$ cat src/rrsd_pkg.sv
// Shared constants and types for the remote recipe select decoder.
package rrsd_pkg;

    localparam int CLK_KHZ      = 50_000;
    localparam int HOLD_MS      = 200;
    localparam int HOLD_CYCLES  = HOLD_MS * CLK_KHZ;
    localparam int RELAY_MS     = 200;
    localparam int RELAY_CYCLES = RELAY_MS * CLK_KHZ;
    localparam int BAUD_RATE    = 9600;
    localparam int BAUD_DIV     = (CLK_KHZ * 1000) / BAUD_RATE;
    localparam int CNT_W        = 24;
    localparam int DIV_W        = 16;

    localparam int SEL_W        = 10;
    localparam int RECIPE_W     = 7;
    localparam int DISCRETE_MAX = 10;

    localparam logic [6:0] RECIPE_MAX    = 7'h63;
    localparam logic [3:0] BCD_DIGIT_MAX = 4'h9;
    localparam logic [6:0] BCD_TENS_MUL  = 7'h0a;

    localparam logic [1:0] METHOD_DISCRETE = 2'h0;
    localparam logic [1:0] METHOD_BCD      = 2'h1;
    localparam logic [1:0] METHOD_BINARY   = 2'h2;
    localparam logic [1:0] METHOD_UNUSED   = 2'h3;

    localparam logic [7:0] CMD_HEADER = 8'h52;
    localparam logic [2:0] LAST_BIT   = 3'h7;

    typedef enum logic [2:0] {
        ST_WAIT_ZERO = 3'h0,
        ST_IDLE      = 3'h1,
        ST_HOLD      = 3'h3,
        ST_HELD      = 3'h2,
        ST_SEND      = 3'h6,
        ST_RELAY     = 3'h7
    } rrsd_state_t;

    typedef enum logic [1:0] {
        TX_IDLE  = 2'h0,
        TX_START = 2'h1,
        TX_DATA  = 2'h3,
        TX_STOP  = 2'h2
    } rrsd_tx_state_t;

endpackage

$ cat src/rrsd_decoder.sv
// Remote recipe select decoder: input decode, hold timing, command, relay.
`timescale 1ns/1ps
module rrsd_decoder #(
    parameter int HOLD_CYCLES  = rrsd_pkg::HOLD_CYCLES,
    parameter int RELAY_CYCLES = rrsd_pkg::RELAY_CYCLES,
    parameter int BAUD_DIV     = rrsd_pkg::BAUD_DIV,
    parameter int CNT_W        = rrsd_pkg::CNT_W
) (
    input  wire logic                      ref_clk,
    input  wire logic                      rst_n,
    input  wire logic [rrsd_pkg::SEL_W-1:0] sel_in,
    input  wire logic                      method_a,
    input  wire logic                      method_b,
    output logic                           txd,
    output logic                           selection_done_relay
);

    localparam int SW = rrsd_pkg::SEL_W;
    localparam int RW = rrsd_pkg::RECIPE_W;

    // Returns {valid, recipe}; used for both capture and hold checking.
    function automatic logic [RW:0] rrsd_decode(
        input logic [1:0]    method,
        input logic [SW-1:0] sel
    );
        logic [3:0]    hits;
        logic [RW-1:0] idx;
        logic [3:0]    tens;
        logic [3:0]    units;
        logic [RW-1:0] bcd_val;
        logic          ok;
        logic [RW-1:0] num;
        hits    = 4'h0;
        idx     = '0;
        tens    = sel[7:4];
        units   = sel[3:0];
        bcd_val = RW'({3'h0, tens} * rrsd_pkg::BCD_TENS_MUL)
                + RW'({3'h0, units});
        ok      = 1'b0;
        num     = '0;
        unique case (method)
            rrsd_pkg::METHOD_DISCRETE: begin
                for (int i = 0; i < rrsd_pkg::DISCRETE_MAX; i++) begin
                    if (sel[i]) begin
                        hits = hits + 4'h1;
                        idx  = RW'(i + 1);
                    end
                end
                ok  = (hits == 4'h1);
                num = idx;
            end
            rrsd_pkg::METHOD_BCD: begin
                ok  = (tens <= rrsd_pkg::BCD_DIGIT_MAX) &&
                      (units <= rrsd_pkg::BCD_DIGIT_MAX) &&
                      (bcd_val != '0);
                num = bcd_val;
            end
            rrsd_pkg::METHOD_BINARY: begin
                num = sel[RW-1:0];
                ok  = (num != '0) && (num <= rrsd_pkg::RECIPE_MAX);
            end
            rrsd_pkg::METHOD_UNUSED: begin
                ok  = 1'b0;
                num = '0;
            end
        endcase
        return {ok, num};
    endfunction

    // Plant pins are asynchronous to ref_clk and pass two flops first.
    logic [SW+1:0] meta_r;
    logic [SW+1:0] sync_r;

    always_ff @(posedge ref_clk) begin
        if (!rst_n) begin
            meta_r <= '0;
            sync_r <= '0;
        end else begin
            meta_r <= {method_b, method_a, sel_in};
            sync_r <= meta_r;
        end
    end

    logic [1:0]    method_s;
    logic [SW-1:0] sel_s;
    logic [RW:0]   dec;
    logic          is_zero;

    assign method_s = sync_r[SW+1:SW];
    assign sel_s    = sync_r[SW-1:0];
    assign dec      = rrsd_decode(method_s, sel_s);
    assign is_zero  = (sel_s == '0);

    rrsd_pkg::rrsd_state_t state_r;
    rrsd_pkg::rrsd_state_t state_nxt;
    logic [SW+1:0]         code_r;
    logic [SW+1:0]         code_nxt;
    logic [RW-1:0]         recipe_r;
    logic [RW-1:0]         recipe_nxt;
    logic [CNT_W-1:0]      cnt_r;
    logic [CNT_W-1:0]      cnt_nxt;
    logic                  byte_idx_r;
    logic                  byte_idx_nxt;
    logic                  launched_r;
    logic                  launched_nxt;
    logic                  relay_r;
    logic                  relay_nxt;
    logic                  tx_start;
    logic [7:0]            tx_data;
    logic                  tx_ready;
    logic                  tx_done;

    assign tx_data = byte_idx_r ? {1'b0, recipe_r} : rrsd_pkg::CMD_HEADER;
    assign selection_done_relay = relay_r;

    always_comb begin
        state_nxt    = state_r;
        code_nxt     = code_r;
        recipe_nxt   = recipe_r;
        cnt_nxt      = cnt_r;
        byte_idx_nxt = byte_idx_r;
        launched_nxt = launched_r;
        relay_nxt    = relay_r;
        tx_start     = 1'b0;
        unique case (state_r)
            rrsd_pkg::ST_WAIT_ZERO: begin
                if (is_zero) begin
                    state_nxt = rrsd_pkg::ST_IDLE;
                end
            end
            rrsd_pkg::ST_IDLE: begin
                if (!is_zero) begin
                    code_nxt   = sync_r;
                    recipe_nxt = dec[RW-1:0];
                    cnt_nxt    = '0;
                    state_nxt  = rrsd_pkg::ST_HOLD;
                end
            end
            rrsd_pkg::ST_HOLD: begin
                // Bits may settle one by one, so any change restarts timing.
                if (is_zero) begin
                    state_nxt = rrsd_pkg::ST_IDLE;
                end else if (sync_r != code_r) begin
                    code_nxt   = sync_r;
                    recipe_nxt = dec[RW-1:0];
                    cnt_nxt    = '0;
                end else if (dec[RW]) begin
                    if (cnt_r == CNT_W'(HOLD_CYCLES)) begin
                        state_nxt = rrsd_pkg::ST_HELD;
                    end else begin
                        cnt_nxt = cnt_r + CNT_W'(1);
                    end
                end
            end
            rrsd_pkg::ST_HELD: begin
                if (is_zero) begin
                    byte_idx_nxt = 1'b0;
                    launched_nxt = 1'b0;
                    state_nxt    = rrsd_pkg::ST_SEND;
                end else if (sync_r != code_r) begin
                    // A different code without a zero in between is void.
                    state_nxt = rrsd_pkg::ST_WAIT_ZERO;
                end
            end
            rrsd_pkg::ST_SEND: begin
                if (!launched_r && tx_ready) begin
                    tx_start     = 1'b1;
                    launched_nxt = 1'b1;
                end
                if (tx_done) begin
                    if (byte_idx_r) begin
                        relay_nxt = 1'b1;
                        cnt_nxt   = '0;
                        state_nxt = rrsd_pkg::ST_RELAY;
                    end else begin
                        byte_idx_nxt = 1'b1;
                        launched_nxt = 1'b0;
                    end
                end
            end
            rrsd_pkg::ST_RELAY: begin
                // Pulse length suits a controller start input if wired so.
                if (cnt_r == CNT_W'(RELAY_CYCLES - 1)) begin
                    relay_nxt = 1'b0;
                    state_nxt = rrsd_pkg::ST_WAIT_ZERO;
                end else begin
                    cnt_nxt = cnt_r + CNT_W'(1);
                end
            end
            default: begin
                state_nxt = rrsd_pkg::ST_WAIT_ZERO;
                relay_nxt = 1'b0;
            end
        endcase
    end

    always_ff @(posedge ref_clk) begin
        if (!rst_n) begin
            state_r    <= rrsd_pkg::ST_WAIT_ZERO;
            code_r     <= '0;
            recipe_r   <= '0;
            cnt_r      <= '0;
            byte_idx_r <= 1'b0;
            launched_r <= 1'b0;
            relay_r    <= 1'b0;
        end else begin
            state_r    <= state_nxt;
            code_r     <= code_nxt;
            recipe_r   <= recipe_nxt;
            cnt_r      <= cnt_nxt;
            byte_idx_r <= byte_idx_nxt;
            launched_r <= launched_nxt;
            relay_r    <= relay_nxt;
        end
    end

    rrsd_uart_tx #(
        .BAUD_DIV (BAUD_DIV),
        .DIV_W    (rrsd_pkg::DIV_W)
    ) u_tx (
        .ref_clk  (ref_clk),
        .rst_n    (rst_n),
        .tx_start (tx_start),
        .tx_data  (tx_data),
        .tx_ready (tx_ready),
        .tx_done  (tx_done),
        .txd      (txd)
    );

endmodule

$ cat src/rrsd_uart_tx.sv
// Serial 8N1 byte transmitter for the recipe command link.
`timescale 1ns/1ps
module rrsd_uart_tx #(
    parameter int BAUD_DIV = rrsd_pkg::BAUD_DIV,
    parameter int DIV_W    = rrsd_pkg::DIV_W
) (
    input  wire logic       ref_clk,
    input  wire logic       rst_n,
    input  wire logic       tx_start,
    input  wire logic [7:0] tx_data,
    output logic            tx_ready,
    output logic            tx_done,
    output logic            txd
);

    rrsd_pkg::rrsd_tx_state_t state_r;
    rrsd_pkg::rrsd_tx_state_t state_nxt;
    logic [DIV_W-1:0]         div_r;
    logic [DIV_W-1:0]         div_nxt;
    logic [2:0]               bit_r;
    logic [2:0]               bit_nxt;
    logic [7:0]               shift_r;
    logic [7:0]               shift_nxt;
    logic                     txd_r;
    logic                     txd_nxt;
    logic                     done_r;
    logic                     done_nxt;
    logic                     tick;

    assign tick     = (div_r == DIV_W'(BAUD_DIV - 1));
    assign tx_ready = (state_r == rrsd_pkg::TX_IDLE);
    assign tx_done  = done_r;
    assign txd      = txd_r;

    always_comb begin
        state_nxt = state_r;
        div_nxt   = tick ? '0 : div_r + DIV_W'(1);
        bit_nxt   = bit_r;
        shift_nxt = shift_r;
        txd_nxt   = txd_r;
        done_nxt  = 1'b0;
        unique case (state_r)
            rrsd_pkg::TX_IDLE: begin
                div_nxt = '0;
                txd_nxt = 1'b1;
                if (tx_start) begin
                    shift_nxt = tx_data;
                    txd_nxt   = 1'b0;
                    state_nxt = rrsd_pkg::TX_START;
                end
            end
            rrsd_pkg::TX_START: begin
                if (tick) begin
                    txd_nxt   = shift_r[0];
                    shift_nxt = {1'b0, shift_r[7:1]};
                    bit_nxt   = 3'h0;
                    state_nxt = rrsd_pkg::TX_DATA;
                end
            end
            rrsd_pkg::TX_DATA: begin
                if (tick) begin
                    if (bit_r == rrsd_pkg::LAST_BIT) begin
                        txd_nxt   = 1'b1;
                        state_nxt = rrsd_pkg::TX_STOP;
                    end else begin
                        txd_nxt   = shift_r[0];
                        shift_nxt = {1'b0, shift_r[7:1]};
                        bit_nxt   = bit_r + 3'h1;
                    end
                end
            end
            rrsd_pkg::TX_STOP: begin
                if (tick) begin
                    done_nxt  = 1'b1;
                    state_nxt = rrsd_pkg::TX_IDLE;
                end
            end
        endcase
    end

    always_ff @(posedge ref_clk) begin
        if (!rst_n) begin
            state_r <= rrsd_pkg::TX_IDLE;
            div_r   <= '0;
            bit_r   <= 3'h0;
            shift_r <= 8'h00;
            txd_r   <= 1'b1;
            done_r  <= 1'b0;
        end else begin
            state_r <= state_nxt;
            div_r   <= div_nxt;
            bit_r   <= bit_nxt;
            shift_r <= shift_nxt;
            txd_r   <= txd_nxt;
            done_r  <= done_nxt;
        end
    end

endmodule

$ cat config.mk
export PLATFORM = sky130hd
export DESIGN_NAME = rrsd_decoder
export DESIGN_NICKNAME = d
export VERILOG_FILES = /design/src/rrsd_pkg.sv /design/src/rrsd_decoder.sv /design/src/rrsd_uart_tx.sv
export SDC_FILE = /design/constraint.sdc
export NUM_CORES = 1
export LEC_CHECK = 0
export BUFFER_PORTS_ARGS = -buffer_cell sky130_fd_sc_hd__buf_2
export CAP_MARGIN = 40
export CELL_PAD_IN_SITES_DETAIL_PLACEMENT = 1
export CELL_PAD_IN_SITES_GLOBAL_PLACEMENT = 1
export CORE_MARGIN = 1
export CORE_UTILIZATION = 41
export DETAILED_ROUTE_END_ITERATION = 10
export MAX_ROUTING_LAYER = met4
export PLACE_DENSITY = 0.8
export SLEW_MARGIN = 20
export SYNTH_ARGS = -nofsm -noshare
export SYNTH_HDL_FRONTEND = slang
export SYNTH_SLANG_ARGS = --single-unit
export TNS_END_PERCENT = 5
$ cat constraint.sdc
create_clock -name ref_clk -period 9.6 [get_ports ref_clk]
set_clock_uncertainty 0.1 [all_clocks]
set_input_delay 0 -clock ref_clk [delete_from_list [all_inputs] [get_ports ref_clk]]
set_output_delay 0 -clock ref_clk [all_outputs]
set_load 0.01 [all_outputs]
## Word level (Yosys, flattened, before mapping)

Cells that the tools add are included.

- Add/sub/neg operators: 13
- Multipliers: 1
- Div/mod/pow operators: 0
- $lt $le $gt $ge: 3
- Eq/ne operators: 38
- Shift operators: 0
- Muxes and demuxes: 96
- Bitwise operators: 2
- Reductions and logical operators: 29

Operator list:

| kind | number |
|---|---|
| 24-bit 2-to-1 mux | 8 |
| 24-bit case mux with 4 select lines | 1 |
| 7-bit 2-to-1 mux | 13 |
| 4-bit 2-to-1 mux | 19 |
| 24-bit equality test, second input constant | 2 |
| 3-bit 2-to-1 mux | 14 |
| 4-bit by 1-bit adder with 4-bit output, second input constant | 9 |
| 12-bit 2-to-1 mux | 3 |
| 8-bit 2-to-1 mux | 4 |
| 7-bit case mux with 4 select lines | 1 |
| 24-bit by 1-bit adder with 24-bit output, second input constant | 1 |
| 12-bit case mux with 2 select lines | 1 |
| 8-bit case mux with 3 select lines | 1 |
| 2-bit inequality test, second input constant | 10 |
| 3-bit inequality test, second input constant | 6 |
| 3-bit case mux with 6 select lines | 1 |
| 1-bit 2-to-1 mux | 17 |
| 16-bit by 1-bit adder with 16-bit output, second input constant | 1 |
| 16-bit by 13-bit equality test with 1-bit output, second input constant | 1 |
| 7-bit case mux with 2 select lines | 1 |
| 7-bit nonzero test | 2 |
| 12-bit inequality test | 1 |
| 4-bit AND reduction | 3 |
| 10-bit logical NOT | 1 |
| other kinds (33) | 61 |

- Flip-flop bits (word level): 104
- Latch bits: 0
- RAM bits: 0
- ROM bits: 0
- Input bits: 14
- Output and inout bits: 2
- Word-level logic and storage cells: 197
- Memories: 0

## Longest topological paths before layout

Gate-level depths: netlist (run 1).

- Depth in word-level cells: 35
- Depth in mapped cells: 30

## Modules after synthesis

From an unflattened synthesis (run 1), not the netlist that was laid out.

- Cells, all modules: 709
- Area, all modules: 6246.0 sq um

Modules (own cells, without submodules):

| module | instances | cells an instance | area an instance (sq um) |
|---|---|---|---|
| rrsd_decoder | 1 | 540 | 4652.0 |
| rrsd_uart_tx | 1 | 169 | 1594.0 |

## Worst setup path before layout (run 1)

No wires, ideal clock.

- Path type: reg2reg
- From: register sync_r[1]
- To: register cnt_r[15]
- Library setup time: 0.101 ns
- Arrival time: 6.121 ns
- Required time: 9.399 ns
- Setup slack: 3.278 ns
- Cell stages (with the launch flop): 29
- Path buffers: 2
- Period minus slack after synthesis: 6.322 ns
- Path through: dfxtp_1 -> inv_1 -> ha_1 -> clkbuf_1 -> xor2_1 -> ha_1 -> nand2_1 -> o21ai_0 -> ha_1 -> a221o_1 -> ha_1 -> o22ai_1 -> nand2_1 -> ha_1 -> mux2_2 -> ha_1 -> o22ai_1 -> a31oi_1 -> ha_1 -> mux2_2 -> ha_1 -> nor2b_1 -> o211ai_1 -> o311ai_1 -> o311a_1 -> a211oi_2 -> buf_6 -> or3_4 -> o41ai_1

- Longest elaborated chain between the ends: 30
- Elaborated cells on any way between the ends: 46
- Those cells by class: 9 x add/sub; 2 x order compare; 6 x eq/ne; 22 x mux; 7 x reduce/logical

RTL lines:

| item | RTL line | source |
|---|---|---|
| start, declared | rrsd_decoder.sv:72 | `logic [SW+1:0] sync_r;` |
| start signal, assigned | rrsd_decoder.sv:80 | `sync_r <= meta_r;` |
| 4-bit 2-to-1 mux | rrsd_decoder.sv:44 | `if (sel[i]) begin` |
| 4-bit 2-to-1 mux | rrsd_decoder.sv:41 | `unique case (method)` |
| 4-bit by 1-bit adder with 4-bit output | rrsd_decoder.sv:45 | `hits = hits + 4'h1;` |
| 4-bit 2-to-1 mux | rrsd_decoder.sv:44 |  |
| 4-bit 2-to-1 mux | rrsd_decoder.sv:41 |  |
| 4-bit by 1-bit adder with 4-bit output | rrsd_decoder.sv:45 |  |
| 4-bit 2-to-1 mux | rrsd_decoder.sv:44 |  |
| 4-bit 2-to-1 mux | rrsd_decoder.sv:41 |  |
| [... 14 more ...] | -- |  |
| 4-bit 2-to-1 mux | rrsd_decoder.sv:41 |  |
| 4-bit by 1-bit adder with 4-bit output | rrsd_decoder.sv:45 |  |
| 4-bit 2-to-1 mux | rrsd_decoder.sv:44 |  |
| 4-bit 2-to-1 mux | rrsd_decoder.sv:41 |  |
| 4-bit by 1-bit equality test with 1-bit output | rrsd_decoder.sv:49 | `ok = (hits == 4'h1);` |
| 1-bit case mux with 4 select lines | rrsd_decoder.sv:41 |  |
| 3-bit inequality test (no line) | -- |  |
| 8-bit AND reduction (no line) | -- |  |
| end signal, assigned | rrsd_decoder.sv:210 | `cnt_r <= cnt_nxt;` |
| end, declared | rrsd_decoder.sv:100 | `logic [CNT_W-1:0] cnt_r;` |

Several ways; a longest one is shown, not always the timed one. The select of a mux whose other input is x is not followed.
A chain may end at the register's enable or synchronous reset.

## Final worst setup path (run 1)

- From: register sync_r[1]
- To: register cnt_r[23]

Same word-level chain as after synthesis.

==> out/results.ini, run 1 <==
[run]
maxCapViolCount=0

[pwr]
leakagePower_nw=2.395
power.density_nw_per_um2=173.2
peakVddDrop_v=0.00007798

[global_routing]
grt_use_met1=0.2749
grt_pass1_wl_um=25530
antenna_found_initial=0
grt-ovfl-total=0
grt_max_degree=44
grt_usage=0.2272
grtUsageMet2=0.3872
grt-busiest-layer=met2
grtUsageMet3=0.03232
grt_pass1_vias=5296

[route]
ant_nets=0
dr.pass1.iters=4
num_vias=5034
post_drt_wl_per_cell_um=17.08
routed_via_density=5.766
drtIter0Drc=262
drt_wl_total_um=14910
drc=0

[timing]
report.final.setup_viol=0
period_minus_slack_ns=7.333
tns_ns=0
finalCritPeriodShare=0.7639
relSlewSlack=0.4398
finalHoldViolCount=0
drv_slew=0
whs_ns=0.04259
tightest_slew_ns=0.8371
rsz0062_at_grt=false
max_clock_freq_mhz=136.4

[placement]
dp_hpwl_um=10450
port_buffers=15
finalWeightedCongestion=0.8858

[critical_path]
cp-start-kind=flop
crit_top_cell=ha_1
worstSetupEndpointType=flop
cpPeakStageDelay_ns=0.45
cp_slowest_cell=or3_4
crit_type=flop to flop
crit_fanout=38
cp_data_arrival_time_ns=7.49
cp.required_ns=9.75

[cts]
cts_resized=0
clk_pin_slew_ns=0.07
tritoncts=done
cts_buffer_depth=2
htree_levels=3
clkSinkCount=103
cts_made_buffers=9
insertion_delay_ns=0.36
cts-root-buf=clkbuf_16

[yosys]
synth-seq-area-share=0.3608
synth_nets=730
ys_types=63
netlist_instances=693
synthesis.area_um2=5715
ys.flop_type=dfxtp_1
synth_edf_count=0
avgSynthCellArea_um2=8.247
synth-warning-count=0
synth_seq_cells=103
async_flop_share=0

[die]
design.die.area_um2=14420
start_util=0.4265
design.core.area_um2=13400
die_x_um=120.1
rows=42
ios=16
die_y_um=120.1

[hold_path]
hp-class=primary input to flop

[final_layout]
nets=729
final_layout_size_suffix_gt1_frac=0.06313
fillers=1637
syn2layout_area_growth_pct=10.16
multi_input_area_um2=3403
final_common_cell=dfxtp_1
antenna_cells=0
ff_latch_area_um2=2062
mostFrequentLayoutCells=dfxtp_1, nor2_1, a21oi_1

[status]
outcome=finished clean

==> layer usage <==
layer | wire, um | share of wire | vias to the layer above
met3 | 284 | 0.019 | 17
met5 | 0 | 0 | -
met1 | 6874 | 0.46 | 2505
met2 | 7521 | 0.50 | 41
li1 | - | - | 2471
met4 | 229 | 0.015 | 0
==> kinds of logic (layout without fill, tap and decap cells) <==
logic type      Yosys count  in the layout  share of synthesized area
compound gates          168            168                     0.1874
xor+xnor                 46             46                    0.08735
fa+ha+maj                23             23                    0.05298
buf+inv                  68             72                    0.04707
flops                   103            103                     0.3608
mux                      14             14                    0.02518
simple gates            271            271                     0.2393
==> worst max-delay path, delay by kind of cell (launching register included) <==
family	cells	cell delay (ns)
flip-flops	1	0.36
multiplexers	2	0.55
buffers and inverters	3	0.58
AO/OA/AOI/OAI	11	2.14
AND/OR/NAND/NOR	5	0.98
adder cells (fa/ha/maj)	8	2.47
==> final timing paths <==
| kind | from | end | slack (ns) | depth (start not counted) |
|---|---|---|---|---|
| setup / recovery | sync_r[1]$_SDFF_PN0_ | cnt_r[23]$_SDFFE_PN0P_ | 2.27 | 29 |
| hold / removal | rst_n | u_tx.txd$_SDFFE_PN1P_ | 0.04 | 2 |
| setup reg to reg | sync_r[1]$_SDFF_PN0_ | cnt_r[23]$_SDFFE_PN0P_ | 2.27 | 29 |
| hold reg to reg | meta_r[4]$_SDFF_PN0_ | sync_r[4]$_SDFF_PN0_ | 0.34 | 1 |
==> area by class of cell <==
type	count	share of cell area
inverters	25	0.01490
clock buffers	11	0.03696
flip-flops and latches	103	0.3275
clock inverters	5	0.009340
multi-input cells	522	0.5405
repair buffers	31	0.03577
well taps	176	0.03498
==> Yosys cell counts (4+ instances only) <==
cell type	n	share of area
a21o_1	4	0.0053
nand4_1	9	0.0099
nand2_1	49	0.032
inv_1	24	0.016
dfxtp_1	103	0.36
or4_1	18	0.024
and3_1	12	0.013
o21ai_0	35	0.031
or3_1	9	0.0099
xnor2_1	12	0.018
a22oi_1	5	0.0066
o311ai_0	7	0.011
a211oi_1	11	0.014
nor2b_1	4	0.0044
clkbuf_1	35	0.023
ha_1	21	0.046
o31ai_1	17	0.022
nor2_1	84	0.055
and2_1	29	0.032
nor4_1	5	0.0055
xor2_1	27	0.041
nand3_1	24	0.021
o22ai_1	4	0.0044
xnor3_1	4	0.016
a31oi_1	5	0.0055
buf_2	5	0.0044
mux2i_1	11	0.019
nor3_1	13	0.011
a21oi_1	55	0.048
==> per-stage QoR <==
step / utilization / area [um2] / std cells / worst slack, ns / power, W
global placement: 0.4386 / 5877 / 845 / 2.824 / 0.0007080
detailed placement: 0.4391 / 5884 / 845 / 2.338 / 0.0007256
CTS: 0.4698 / 6296 / 873 / 2.265 / 0.001098
global route: 0.4698 / 6296 / 873 / 1.807 / 0.001150
floorplan: - / 5715 / 693 / 3.278 / 0.0006656
finish: 0.4698 / 6296 / 873 / 2.267 / 0.001090
==> sequential cells by signal (all words and copies together), names as in the netlist <==
name	flops
u_tx.div_r	16
u_tx.tx_done	1
u_tx.bit_r	3
u_tx.shift_r	7
byte_idx_r	1
u_tx.txd	1
u_tx.state_r	2
state_r	3
selection_done_relay	1
meta_r	12
recipe_r	7
sync_r	12
launched_r	1
cnt_r	24
code_r	12
==> where the power goes <==
part           total (W)  internal [W]  switching (W)
clock           0.000367      0.000202       0.000165
sequential      0.000488      0.000451      0.0000368
combinational   0.000235     0.0000883       0.000147
==> what timing repair did <==
action,in CTS,in global routing
hold buffers,12,0
hold endpoints to repair,12,0
buffers inserted,0,0
(Power assumes the default switching activity.)
==> run 2, diff against run 1 <==
==> constraint.sdc (replaced) <==
create_clock -name ref_clk -period 7 [get_ports ref_clk]
set_clock_uncertainty 0.1 [all_clocks]
set_input_delay 0 -clock ref_clk [delete_from_list [all_inputs] [get_ports ref_clk]]
set_output_delay 0 -clock ref_clk [all_outputs]
set_load 0.01 [all_outputs]
==> run 2 against run 1 <==
  * Worst setup slack got worse by 2.0 ns
  * Register-to-register slack got worse by 2.0 ns
  * Cell count increased by 1.1%
  * Core utilization increased by 0.93 points
  * Critical path type unchanged
  * Critical endpoint is now cnt_r[21]$_SDFFE_PN0P_
  * Largest cell class unchanged
  * Highest routed layer unchanged
==> out/results.ini, run 2 (synthesis results as in run 1) <==
[status]
outcome=finished clean

[timing]
tightest_slew_ns=0.8669  ; +0.02971 ns
finalHoldViolCount=0  ; unchanged
report.final.setup_viol=0  ; unchanged
relSlewSlack=0.4160  ; -0.02380
drv_slew=0  ; unchanged
max_clock_freq_mhz=147.8  ; +8.4%
period_minus_slack_ns=6.767  ; -0.5659 ns
whs_ns=0.02917  ; -0.01341 ns
tns_ns=0  ; unchanged
finalCritPeriodShare=0.9667  ; +0.2029
setup_slack_ns=0.2328  ; -2.034 ns

[pwr]
comb_power_share=0.228  ; +0.012
switchingPower_w=0.0005081  ; +46%
sequentialPowerShare=0.443  ; -0.004
leakagePower_nw=2.460  ; +2.7%
internal_power_w=0.0009974  ; +34%
switching_share=0.3375  ; +0.01768
peakVddDrop_v=0.0001397  ; +79%
power.total_w=0.001506  ; +38%
power.density_nw_per_um2=234.5  ; +35%
clock_power_share=0.328  ; -0.009

[die]
ios=16  ; unchanged
die_y_um=120.1  ; unchanged
die_x_um=120.1  ; unchanged
start_util=0.4265  ; unchanged
design.die.area_um2=14420  ; unchanged
design.core.area_um2=13400  ; unchanged
rows=42  ; unchanged

[placement]
dp_slack_ns=-0.2002  ; -2.538 ns
port_buffers=15  ; unchanged
placedInstanceArea_um2=5914  ; +0.51%
dp_hpwl_um=10520  ; +0.69%
finalWeightedCongestion=0.8635  ; -2.5%

[final_layout]
final_common_cell=dfxtp_1
final_area_um2=6421  ; +2.0%
top_register=cnt_r
antenna_cells=0  ; unchanged
mostFrequentLayoutCells=dfxtp_1, nor2_1, a21oi_1
nets=739  ; +1.4%
largest_register_ffs=24  ; unchanged
top_regs=cnt_r x24, u_tx.div_r x16
final_layout_size_suffix_gt1_frac=0.09618  ; +0.03305
fillers=1628  ; -0.55%
syn2layout_area_growth_pct=12.35

[global_routing]
grt-ovfl-total=0  ; unchanged
grt_pass1_wl_um=26320  ; +3.1%
grt_max_degree=44  ; unchanged
grt_usage=0.2368  ; +0.009622
antenna_found_initial=0  ; unchanged
grt_pass1_vias=5369  ; +1.4%

[cts]
tritoncts=done
clk_pin_slew_ns=0.08  ; about the same
cts_buffer_depth=2  ; unchanged
insertion_delay_ns=0.37  ; about the same
htree_levels=3  ; unchanged
cts_made_buffers=9  ; unchanged
cts-root-buf=clkbuf_16
clkSinkCount=103  ; unchanged

[route]
num_vias=5129  ; +1.9%
dr.pass1.iters=4  ; unchanged
drtIter0Drc=292  ; +11%
routed_via_density=5.809  ; +0.73%
ant_nets=0  ; unchanged
drt_wl_total_um=15660  ; +5.0%
post_drt_wl_per_cell_um=17.73  ; +3.8%
drc=0  ; unchanged

[hold_path]
min_delay_worst_endpoint=u_tx.txd$_SDFFE_PN1P_
hp-class=primary input to flop
holdCritStartpoint=rst_n
holdPathStages=2  ; unchanged

[critical_path]
crit_fanout=18  ; -53%
worstSetupEndpointType=flop
cp_data_arrival_time_ns=6.94  ; -0.55 ns
reg2reg_depth=27  ; -6.9%
cp.required_ns=7.18  ; -2.57 ns
cp-start-kind=flop
crit_type=flop to flop
r2r-start=sync_r[0]$_SDFF_PN0_
r2r-end=cnt_r[21]$_SDFFE_PN0P_
r2r_slack_ns=0.23  ; -2.03 ns

[run]
maxCapViolCount=0  ; unchanged

## run 2: power by group through the flow
stage | clock (W) | combinational, W | sequential (W)
global placement | 0 | 0.000295 | 0.000676
finish | 0.000494 | 0.000344 | 0.000668
detailed placement | 0 | 0.000315 | 0.000679
floorplan | 0 | 0.000266 | 0.000647
global route | 0.000529 | 0.000386 | 0.000674
CTS | 0.000502 | 0.000330 | 0.000666
## run 2: cell type report
cell class / count / area, um2 / area share
clock inverter: 7 / 53.80 / 0.008379
clock buffer: 9 / 225.2 / 0.03507
tap: 176 / 220.2 / 0.03429
multi-input combinational: 522 / 3456 / 0.5382
sequential: 103 / 2064 / 0.3215
inverter: 25 / 93.84 / 0.01461
timing repair buffer: 41 / 307.8 / 0.04793
## run 2: layer usage
layer  track usage  routed length, um  vias up
li1              -                  -     2499
met1        0.2754               6865     2517
met2        0.3948               7749       77
met3       0.05228                584       36
met4       0.09531                460        0
met5             -                  0        -
## run 2: timing repair
action | in CTS | in global routing
pin swaps | 0 | 1
setup endpoints to repair | 20 | 26
setup buffers | 2 | 4
hold endpoints to repair | 12 | 0
hold buffers | 12 | 0
gates resized for setup | 4 | 12
## run 2: how the worst max path moves through the flow
stage | from | end | slack [ns]
finish | sync_r[0]$_SDFF_PN0_ | cnt_r[21]$_SDFFE_PN0P_ | 0.23
global route | sync_r[0]$_SDFF_PN0_ | cnt_r[18]$_SDFFE_PN0P_ | -0.01
CTS | sync_r[1]$_SDFF_PN0_ | cnt_r[21]$_SDFFE_PN0P_ | 0.05
detailed placement | sync_r[1]$_SDFF_PN0_ | cnt_r[21]$_SDFFE_PN0P_ | -0.20
global placement | sync_r[0]$_SDFF_PN0_ | cnt_r[3]$_SDFFE_PN0P_ | 0.40
floorplan | sync_r[1]$_SDFF_PN0_ | cnt_r[15]$_SDFFE_PN0P_ | 0.68
## run 2: critical path: stages, from the launching register on
cell and delay [ns]:
dfxtp_1 0.46, inv_2 0.10, ha_4 0.32, xor2_1 0.19, ha_1 0.29, nand2_1 0.12, o21ai_0 0.11, ha_1 0.34
a221o_1 0.36, ha_1 0.29, o22ai_2 0.20, nand2_2 0.11, ha_4 0.25, mux2_2 0.27, ha_1 0.29, o22ai_2 0.20
a31oi_2 0.08, ha_1 0.33, mux2_2 0.28, ha_1 0.29, nor2b_2 0.14, o211ai_1 0.11, o311ai_1 0.13, o311a_1 0.31
a211oi_4 0.11, buf_6 0.21, or4_1 0.51, a21oi_1 0.17
## run 2: through the flow
step / instances / util
after floorplan: 693 / -
after global placement: 849 / 0.4408
after detailed placement: 849 / 0.4414
after CTS: 879 / 0.4735
after global routing: 883 / 0.4792
final: 883 / 0.4792
